===== config.mk =====
export PLATFORM = sky130hd
export DESIGN_NAME = i2cs_start_gen
export DESIGN_NICKNAME = d
export VERILOG_FILES = /design/src/design/i2cs_start_gen.v
export VERILOG_INCLUDE_DIRS = /design/src /design/src/design
export SDC_FILE = /design/constraint.sdc
export NUM_CORES = 1
export LEC_CHECK = 0
export ABC_AREA = 1
export BUFFER_PORTS_ARGS = -buffer_cell sky130_fd_sc_hd__buf_4
export CAP_MARGIN = 20
export CORE_ASPECT_RATIO = 1.25
export CORE_MARGIN = 5
export CORE_UTILIZATION = 50
export CTS_CLUSTER_SIZE = 12
export DETAILED_ROUTE_END_ITERATION = 16
export PLACE_DENSITY = 0.67
export RECOVER_POWER = 25
export SLEW_MARGIN = 20
export SYNTH_ARGS = -nofsm -noshare
export SYNTH_HDL_FRONTEND = slang
export SYNTH_SLANG_ARGS = --single-unit
export TNS_END_PERCENT = 20

===== constraint.sdc =====
create_clock -name mclk -period 1.95 [get_ports mclk]
set_input_delay 0.39 -clock mclk [delete_from_list [all_inputs] [get_ports mclk]]
set_output_delay 0.39 -clock mclk [all_outputs]
set_load 0.02 [all_outputs]

===== src/design/i2cs_defs.vh =====
// Constants of the two-wire start generator: offsets, fields, reset values.
// Assumes inclusion by its bare name from the design file.
`ifndef I2CS_DEFS_VH
`define I2CS_DEFS_VH
`define I2CS_ADDR_CON2 4'h0
`define I2CS_ADDR_STAT 4'h1
`define I2CS_ADDR_BAUD 4'h2
`define I2CS_ADDR_BUF 4'h3
`define I2CS_ADDR_IRQ 4'h4
`define I2CS_ADDR_MASK 4'h5
`define I2CS_BIT_START 0
`define I2CS_BIT_SDET 3
`define I2CS_IRQ_BCL 0
`define I2CS_IRQ_WRITE_COLLISION_FLAG 1
`define I2CS_IRQ_SDET 2
`define I2CS_CON2_LOW_MASK 8'h1f
`define I2CS_BAUD_RST 7'h04
`endif


===== src/design/i2cs_start_gen.v =====
// Start-condition generator of a two-wire host port with a register port.
// Assumes a single 200 MHz clock mclk; bus pins are asynchronous inputs.
//
// Design decisions made here: the plain strobed port and the placing of the registers.
`timescale 1ns/1ps
`default_nettype none
`include "i2cs_defs.vh"
module i2cs_start_gen (
  input wire mclk,
  input wire rst_b,
  input wire [3:0] addr,
  input wire [7:0] wdata,
  input wire wr_en,
  input wire rd_en,
  output reg [7:0] rdata,
  input wire scl_in,
  input wire sda_in,
  output reg scl_out,
  output reg scl_oe_b,
  output reg sda_out,
  output reg sda_oe_b,
  output reg irq
);
  localparam ST_IDLE = 2'h0;
  localparam ST_WAIT1 = 2'h1;
  localparam ST_WAIT2 = 2'h2;
  reg rst_m_q;
  reg rst_s_q;
  wire rst_n;
  reg scl_m_q;
  reg scl_s_q;
  reg sda_m_q;
  reg sda_s_q;
  reg [1:0] st_q;
  reg [1:0] st_d;
  reg [6:0] cnt_q;
  reg [6:0] cnt_d;
  reg [7:0] con2_q;
  reg [7:0] con2_d;
  reg [6:0] baud_q;
  reg [7:0] buf_q;
  reg sdet_q;
  reg sdet_d;
  reg sda_low_q;
  reg sda_low_d;
  reg [2:0] irq_st_q;
  reg [2:0] irq_st_d;
  reg [2:0] mask_q;
  reg ev_bcl;
  reg ev_sdet;
  wire busy;
  wire ev_write_collision_flag;
  wire wr_con2;
  wire wr_buf;

  function sel;
    input [3:0] a;
    input [3:0] b;
    begin
      sel = (a == b);
    end
  endfunction

  assign rst_n = rst_s_q;
  assign busy = (st_q != ST_IDLE);
  assign wr_con2 = wr_en && sel(addr, `I2CS_ADDR_CON2);
  assign wr_buf = wr_en && sel(addr, `I2CS_ADDR_BUF);
  assign ev_write_collision_flag = wr_buf && busy;

  always @(posedge mclk or negedge rst_b) begin
    if (!rst_b) begin
      rst_m_q <= 1'b0;
      rst_s_q <= 1'b0;
    end else begin
      rst_m_q <= 1'b1;
      rst_s_q <= rst_m_q;
    end
  end

  always @(posedge mclk or negedge rst_n) begin
    if (!rst_n) begin
      scl_m_q <= 1'b1;
      scl_s_q <= 1'b1;
      sda_m_q <= 1'b1;
      sda_s_q <= 1'b1;
    end else begin
      scl_m_q <= scl_in;
      scl_s_q <= scl_m_q;
      sda_m_q <= sda_in;
      sda_s_q <= sda_m_q;
    end
  end

  always @* begin
    st_d = st_q;
    cnt_d = cnt_q;
    con2_d = con2_q;
    sdet_d = sdet_q;
    sda_low_d = sda_low_q;
    ev_bcl = 1'b0;
    ev_sdet = 1'b0;
    if (wr_con2) begin
      if (busy) begin
        con2_d = (wdata & ~`I2CS_CON2_LOW_MASK) |
                 (con2_q & `I2CS_CON2_LOW_MASK);
      end else begin
        con2_d = wdata;
      end
    end
    case (st_q)
      ST_IDLE: begin
        if (con2_q[`I2CS_BIT_START]) begin
          if (!scl_s_q && !sda_s_q) begin
            ev_bcl = 1'b1;
            con2_d[`I2CS_BIT_START] = 1'b0;
          end else if (scl_s_q && sda_s_q) begin
            cnt_d = baud_q;
            sda_low_d = 1'b0;
            st_d = ST_WAIT1;
          end
        end
      end
      ST_WAIT1: begin
        if (!scl_s_q) begin
          ev_bcl = 1'b1;
          con2_d[`I2CS_BIT_START] = 1'b0;
          st_d = ST_IDLE;
        end else if (cnt_q == 7'h00) begin
          if (sda_s_q) begin
            sda_low_d = 1'b1;
            sdet_d = 1'b1;
            ev_sdet = 1'b1;
            cnt_d = baud_q;
            st_d = ST_WAIT2;
          end else begin
            ev_bcl = 1'b1;
            con2_d[`I2CS_BIT_START] = 1'b0;
            st_d = ST_IDLE;
          end
        end else begin
          cnt_d = cnt_q - 7'h01;
        end
      end
      ST_WAIT2: begin
        if (cnt_q == 7'h00) begin
          con2_d[`I2CS_BIT_START] = 1'b0;
          st_d = ST_IDLE;
        end else begin
          cnt_d = cnt_q - 7'h01;
        end
      end
      default: begin
        st_d = ST_IDLE;
      end
    endcase
    irq_st_d = irq_st_q;
    if (wr_en && sel(addr, `I2CS_ADDR_IRQ)) begin
      irq_st_d = irq_st_q & ~wdata[2:0];
    end
    if (ev_bcl) begin
      irq_st_d[`I2CS_IRQ_BCL] = 1'b1;
    end
    if (ev_write_collision_flag) begin
      irq_st_d[`I2CS_IRQ_WRITE_COLLISION_FLAG] = 1'b1;
    end
    if (ev_sdet) begin
      irq_st_d[`I2CS_IRQ_SDET] = 1'b1;
    end
  end

  always @(posedge mclk or negedge rst_n) begin
    if (!rst_n) begin
      st_q <= ST_IDLE;
      cnt_q <= 7'h00;
      con2_q <= 8'h00;
      baud_q <= `I2CS_BAUD_RST;
      buf_q <= 8'h00;
      sdet_q <= 1'b0;
      sda_low_q <= 1'b0;
      irq_st_q <= 3'h0;
      mask_q <= 3'h0;
      rdata <= 8'h00;
      scl_out <= 1'b0;
      scl_oe_b <= 1'b1;
      sda_out <= 1'b0;
      sda_oe_b <= 1'b1;
      irq <= 1'b0;
    end else begin
      st_q <= st_d;
      cnt_q <= cnt_d;
      con2_q <= con2_d;
      sdet_q <= sdet_d;
      sda_low_q <= sda_low_d;
      irq_st_q <= irq_st_d;
      if (wr_en && sel(addr, `I2CS_ADDR_BAUD)) begin
        baud_q <= wdata[6:0];
      end
      if (wr_en && sel(addr, `I2CS_ADDR_MASK)) begin
        mask_q <= wdata[2:0];
      end
      if (wr_buf && !busy) begin
        buf_q <= wdata;
      end
      scl_out <= 1'b0;
      scl_oe_b <= 1'b1;
      sda_out <= 1'b0;
      sda_oe_b <= ~sda_low_d;
      irq <= |(irq_st_d & mask_q);
      rdata <= 8'h00;
      if (rd_en) begin
        case (addr)
          `I2CS_ADDR_CON2: rdata <= con2_q;
          `I2CS_ADDR_STAT: rdata <= {4'h0, sdet_q, 3'h0};
          `I2CS_ADDR_BAUD: rdata <= {1'b0, baud_q};
          `I2CS_ADDR_BUF: rdata <= buf_q;
          `I2CS_ADDR_IRQ: rdata <= {5'h00, irq_st_q};
          `I2CS_ADDR_MASK: rdata <= {5'h00, mask_q};
          default: rdata <= 8'h00;
        endcase
      end
    end
  end
endmodule
`default_nettype wire


# --- Yosys cells after proc, flatten, opt, wreduce, memory -nomap -nowiden ---
# Index checks and enable logic that the tools add are counted.
totals:
  ramBits: 0
  regBits: 56
  n_memories: 0
  out_inout_bits: 13
  latch_bits: 0
  rom_bits: 0
  inputBits: 18
  word_cells: 109
classes:
  bitwise_logic: 5
  div_mod_pow: 0
  order_cmp: 0
  eq_ne: 15
  n_reduce_logical: 21
  mul: 0
  add_sub_neg: 1
  shift: 0
  muxes: 48
op_table:
  columns: ["operator", "n"]
  rows:
  - ["$mux 7", 7]
  - ["$pmux 8 s6", 1]
  - ["$mux 1", 25]
  - ["$pmux 7 s3", 1]
  - ["$mux 8", 2]
  - ["$mux 2", 7]
  - ["$ne 2x2->1 const B", 6]
  - ["$logic_and 1x1->1", 9]
  - ["$eq 4x2->1 const B", 2]
  - ["$eq 4x3->1 const B", 2]
  - ["$or 8x5->8", 1]
  - ["$logic_not 7->1", 1]
  - ["$reduce_and 7->1", 1]
  - ["$sub 7x1->7 const B", 1]
  - ["$and 3x3->3", 2]
  - ["$ne 3x3->1 const B", 2]
  - ["$pmux 2 s3", 1]
  - ["$reduce_and 5->1", 1]
  - ["$eq 4x1->1 const B", 1]
  - ["$logic_not 4->1", 1]
  - ["$pmux 1 s2", 2]
  - ["$reduce_and 4->1", 1]
  - ["$logic_not 1->1", 3]
  - ["$mux 3", 1]
  - ["other kinds (9)", 9]

# --- Longest topological paths before layout ---
depth:
  ltp_word: 8
  ltp_mapped: 11
  depth_no_buf: 11

# --- Least setup slack after synthesis ---
# OpenSTA, ideal clock, no wires.
synth_timing:
  path_kind: "register -> register"
  startpoint: "register st_q[0]"
  endpoint: "register cnt_q[4]"
  setup_time_ns: 0.071
  n_path_buf: 1
  period_less_slack_ns: 1.524
  t_required_ns: 1.879
  stages_incl_launch_ff: 11
  setup_slack_ns: 0.426
  arrival_ns: 1.453
  path_cell_list: "dfrtp_1 inv_1 ha_1 buf_2 nand2_1 nand3_1 a21oi_4 nand2_2 inv_2 nor2_1 nor2_1"
synth_between:
  elab_chain_len: 3
  elab_cells_between_ends: 12
  cone_classes: "eq/ne (8); mux (1); reduce/logical (3)"
synth_lines:
  columns: ["element", "line_no", "source"]
  rows:
  - ["start: declaration", "i2cs_start_gen.v:34", "reg [1:0] st_q;"]
  - ["start signal: assignment", "i2cs_start_gen.v:189", "st_q <= st_d;"]
  - ["$eq 2x1->1, or another cell as far along", "i2cs_start_gen.v:110", "case (st_q)"]
  - ["$ne 3x3->1 (no source line), or another cell as far along", null, null]
  - ["$reduce_and 7->1 (no source line)", null, null]
  - ["end signal: assignment", "i2cs_start_gen.v:190", "cnt_q <= cnt_d;"]
  - ["end: declaration", "i2cs_start_gen.v:36", "reg [6:0] cnt_q;"]
# Parallel ways exist; a longest one is shown, timed or not.
# A chain may end at the register's enable or synchronous reset.

# --- Final worst setup path ---
layout_timing:
  startpoint: "register cnt_q[0]"
  endpoint: "register cnt_q[2]"
layout_between:
  elab_chain_len: 4
  elab_cells_between_ends: 9
  cone_classes: "add/sub (1); eq/ne (2); mux (4); reduce/logical (2)"
layout_lines:
  columns: ["element", "line_no", "source"]
  rows:
  - ["$sub 7x1->7 or $logic_not 7->1 (tied branches)", null, null]
  - ["$mux 7", "i2cs_start_gen.v:128", "end else if (cnt_q == 7'h00) begin"]
  - ["$mux 7", "i2cs_start_gen.v:124", "if (!scl_s_q) begin"]
  - ["$pmux 7 s3", "i2cs_start_gen.v:110", null]
# Parallel ways exist; a longest one is shown, timed or not. The select of a mux whose other input is x is not followed.

==> Flow_metrics.wiki <==
{| class="wikitable"
! Metric !! Value
|-
| Width of the chip || 77.0 um
|-
| Cells taking the most area after synthesis || sky130_fd_sc_hd__dfrtp_1, sky130_fd_sc_hd__nand2_1, sky130_fd_sc_hd__dfstp_2
|-
| Worst-Skew Late Latency || 0.31 ns
|-
| Clock sink count || 56
|-
| Die extent in y || 93.7 um
|-
| Post-synth ARST share || 1.00
|-
| Global-route usage over all layers || 0.172
|-
| Signed area change from the synthesized netlist to the final layout || 12.9%
|-
| Final critical-path setup slack || 0.274 ns
|-
| Crit Path Category || reg -> reg
|-
| Number of inserted filler cells in the final layout || 526
|-
| Sequential share of the synthesized area || 0.502
|-
| Top-area cell type share of the netlist area || 0.446
|-
| Worst clock skew || 0.0118 ns
|-
| Clock slew at reported path FFs || 0.10 ns
|-
| CP Data Required Time || 2.16 ns
|-
| Synth area leader || sky130_fd_sc_hd__dfrtp_1
|-
| Flop-to-flop setup slack || 0.27 ns
|-
| Number of levels in the clock H-tree || 2
|-
| Final setup violation count || 0
|-
| Final worst path period need || 1.68 ns
|-
| HPWL after DPL || 4370 um
|-
| Pre-CTS setup slack || 0.238 ns
|-
| Largest net degree at the start of global routing || 39
|-
| Kind of path behind the tightest hold check || in -> reg
|-
| Nature of the critical path endpoint || flop
|-
| Resize count post-CTS || 0
|-
| Vias in the first global route || 2101
|-
| Post-route DRC || 0
|-
| Final Net Count || 386
|-
| Number of buffers inserted by port buffering || 27
|-
| Core area || 5440 um2
|-
| Max Transition Viols Final || 0
|-
| CTS buffer count || 5
|-
| Vias per cell || 5.01
|-
| Synthesized area || 2810 um2
|-
| Period utilization || 0.859
|-
| Count of different cell masters after synthesis || 33
|-
| I/O pin cnt || 31
|-
| Pwr Density || 1210 nW/um2
|-
| Placement Rows || 30
|-
| Global route total overflow || 0
|-
| Synth Flop Type || sky130_fd_sc_hd__dfrtp_1
|-
| Utilization of the core after routing || 0.582
|-
| Run status || finished, final reports clean
|-
| Highest net fanout along the worst path || 7
|-
| Number of buffers on the longest clock path || 2
|-
| Normalized max-slew margin || 0.517
|-
| N_diodes || 0
|-
| Flops & latches, synth || 56
|-
| Area of the die || 7220 um2
|-
| Clock tree from TritonCTS || built
|-
| Startpoint kind of the worst setup timing path || flop
|-
| Wire length of the first global-routing pass || 9990 um
|-
| Number of buffers inserted to repair setup after CTS || 0
|-
| Layout cell share with drive strength beyond 1 || 0.203
|-
| Max-capacitance violation count || 0
|-
| Post-DRT Antenna Nets || 0
|-
| Total count of hold-check failures in the final report || 0
|-
| Violation count after the first detailed-routing iteration || 110
|-
| Final routed wire length divided by cell count || 13.6 um
|-
| Maximum VDD drop || 0.583 mV
|-
| Leading cell type by number of instances after synthesis || sky130_fd_sc_hd__nand2_1
|-
| Post-Syn Area per Cell || 8.50 um2
|-
| Number of flops mapped to enable cells by yosys || 0
|-
| Highest clock rate || 597 MHz
|-
| Arrival @ worst endpoint || 1.88 ns
|-
| Drt pass-1 iters || 4
|-
| Root buf cell || sky130_fd_sc_hd__clkbuf_8
|-
| GPL Wtd Cong || 0.866
|-
| Static Leakage || 1.65 nW
|-
| Cell types with the highest counts after synthesis || sky130_fd_sc_hd__nand2_1, sky130_fd_sc_hd__dfrtp_1, sky130_fd_sc_hd__inv_1, sky130_fd_sc_hd__nor2_1, sky130_fd_sc_hd__nand3_1
|-
| Total negative slack || 0 ns
|-
| RSZ-0062 raised after global routing || no
|-
| Effective utilization at floorplan || 0.515
|-
| Count of hold-fix buffers inserted at cts || 1
|-
| Overall via count from detail_route || 2143
|-
| Synth warnings || 0
|-
| Transition time of the tightest slew-check pin || 0.725 ns
|-
| Antenna violations before repair || 0
|-
| Drt total wl || 5820 um
|-
| Number of standard cells after synthesis || 330
|}
## through the flow
stage               instances  total power, W  cell area [um2]  hold WS, ns
floorplan                 332         0.00286             2810       0.0944
global placement          419         0.00321             3070        0.172
detailed placement        419         0.00324             3070        0.173
CTS                       428         0.00387             3170        0.171
global route              428         0.00419             3170        0.164
finish                    428         0.00384             3170        0.173
## cell families (layout without fill, tap and decap cells)
group,after synthesis,in the layout,share of synthesized area
compound gates,40,40,0.0999
xor+xnor,3,3,0.00937
fa+ha+maj,5,5,0.0223
buf+inv,45,77,0.0700
flops,56,56,0.502
other cells,2,4,0.00268
simple gates,179,179,0.293
## cells in the final DEF, fill, tap and decap left out, types with 6 or more instances in the layout
cell type	n
sky130_fd_sc_hd__buf_4	25
sky130_fd_sc_hd__dfrtp_1	50
sky130_fd_sc_hd__nand2_1	101
sky130_fd_sc_hd__nor2_1	32
sky130_fd_sc_hd__dfstp_2	6
sky130_fd_sc_hd__nand2_2	6
sky130_fd_sc_hd__o21ai_0	12
sky130_fd_sc_hd__o21ai_2	14
sky130_fd_sc_hd__nand3_1	26
sky130_fd_sc_hd__inv_1	37
## final cells by class
cell class              instances  area [um2]  area share
inverters                      39         146      0.0462
flip-flops and latches         56        1410       0.445
clock inverters                 3        18.8     0.00593
clock buffers                   5        68.8      0.0217
well taps                      64        80.1      0.0253
repair buffers                 30         236      0.0747
multi-input cells             231        1210       0.381
## registers in the layout (all words and copies together), names as in the netlist
signal,count
mask_q,3
con2_q,8
sda_s_q,1
scl_s_q,1
sda_oe_b,1
st_q,2
cnt_q,7
buf_q,8
sdet_q,1
irq,1
rst_m_q,1
rst_n,1
rdata,8
sda_m_q,1
irq_st_q,3
scl_m_q,1
sda_low_q,1
baud_q,7
## power breakdown
part           leakage [nW]  switching (W)  internal (W)
combinational         0.909       0.000902      0.000556
sequential            0.693       0.000237       0.00152
clock                0.0479       0.000377      0.000251
total                  1.65        0.00152       0.00233
## worst max-delay path, stage by stage, from the launching register on
cell and delay, ns:
sky130_fd_sc_hd__dfrtp_1 0.42, sky130_fd_sc_hd__inv_1 0.09, sky130_fd_sc_hd__ha_1 0.20, sky130_fd_sc_hd__nand2_1 0.06
sky130_fd_sc_hd__nor2_1 0.18, sky130_fd_sc_hd__nand2_2 0.11, sky130_fd_sc_hd__nand2_1 0.08, sky130_fd_sc_hd__nand2_2 0.11
sky130_fd_sc_hd__nand2_2 0.11, sky130_fd_sc_hd__inv_2 0.07, sky130_fd_sc_hd__nor2_1 0.09, sky130_fd_sc_hd__nor2_1 0.05
## final timing paths
path / startpoint / endpoint / cells past startpoint
worst max-delay path: cnt_q[0]$_DFFE_PN0P_ / cnt_q[2]$_DFFE_PN0P_ / 11
worst min-delay path: sda_in / sda_m_q$_DFF_PN1_ / 1
worst max register to register: cnt_q[0]$_DFFE_PN0P_ / cnt_q[2]$_DFFE_PN0P_ / 11
worst min register to register: rst_n$_DFF_PN0_ / irq_st_q[2]$_DFF_PN0_ / 0
max in group asynchronous: rst_n$_DFF_PN0_ / baud_q[2]$_DFFE_PN1P_ / 1
min in group asynchronous: rst_n$_DFF_PN0_ / irq_st_q[2]$_DFF_PN0_ / 0
## routing by layer
layer	track usage	vias up	wire (um)
met4	0.0602	0	79
met3	0.0278	9	174
li1	-	1103	-
met1	0.220	996	2500
met2	0.294	35	3060
met5	0	-	0
No activity file was read; power rests on OpenSTA's default activity.
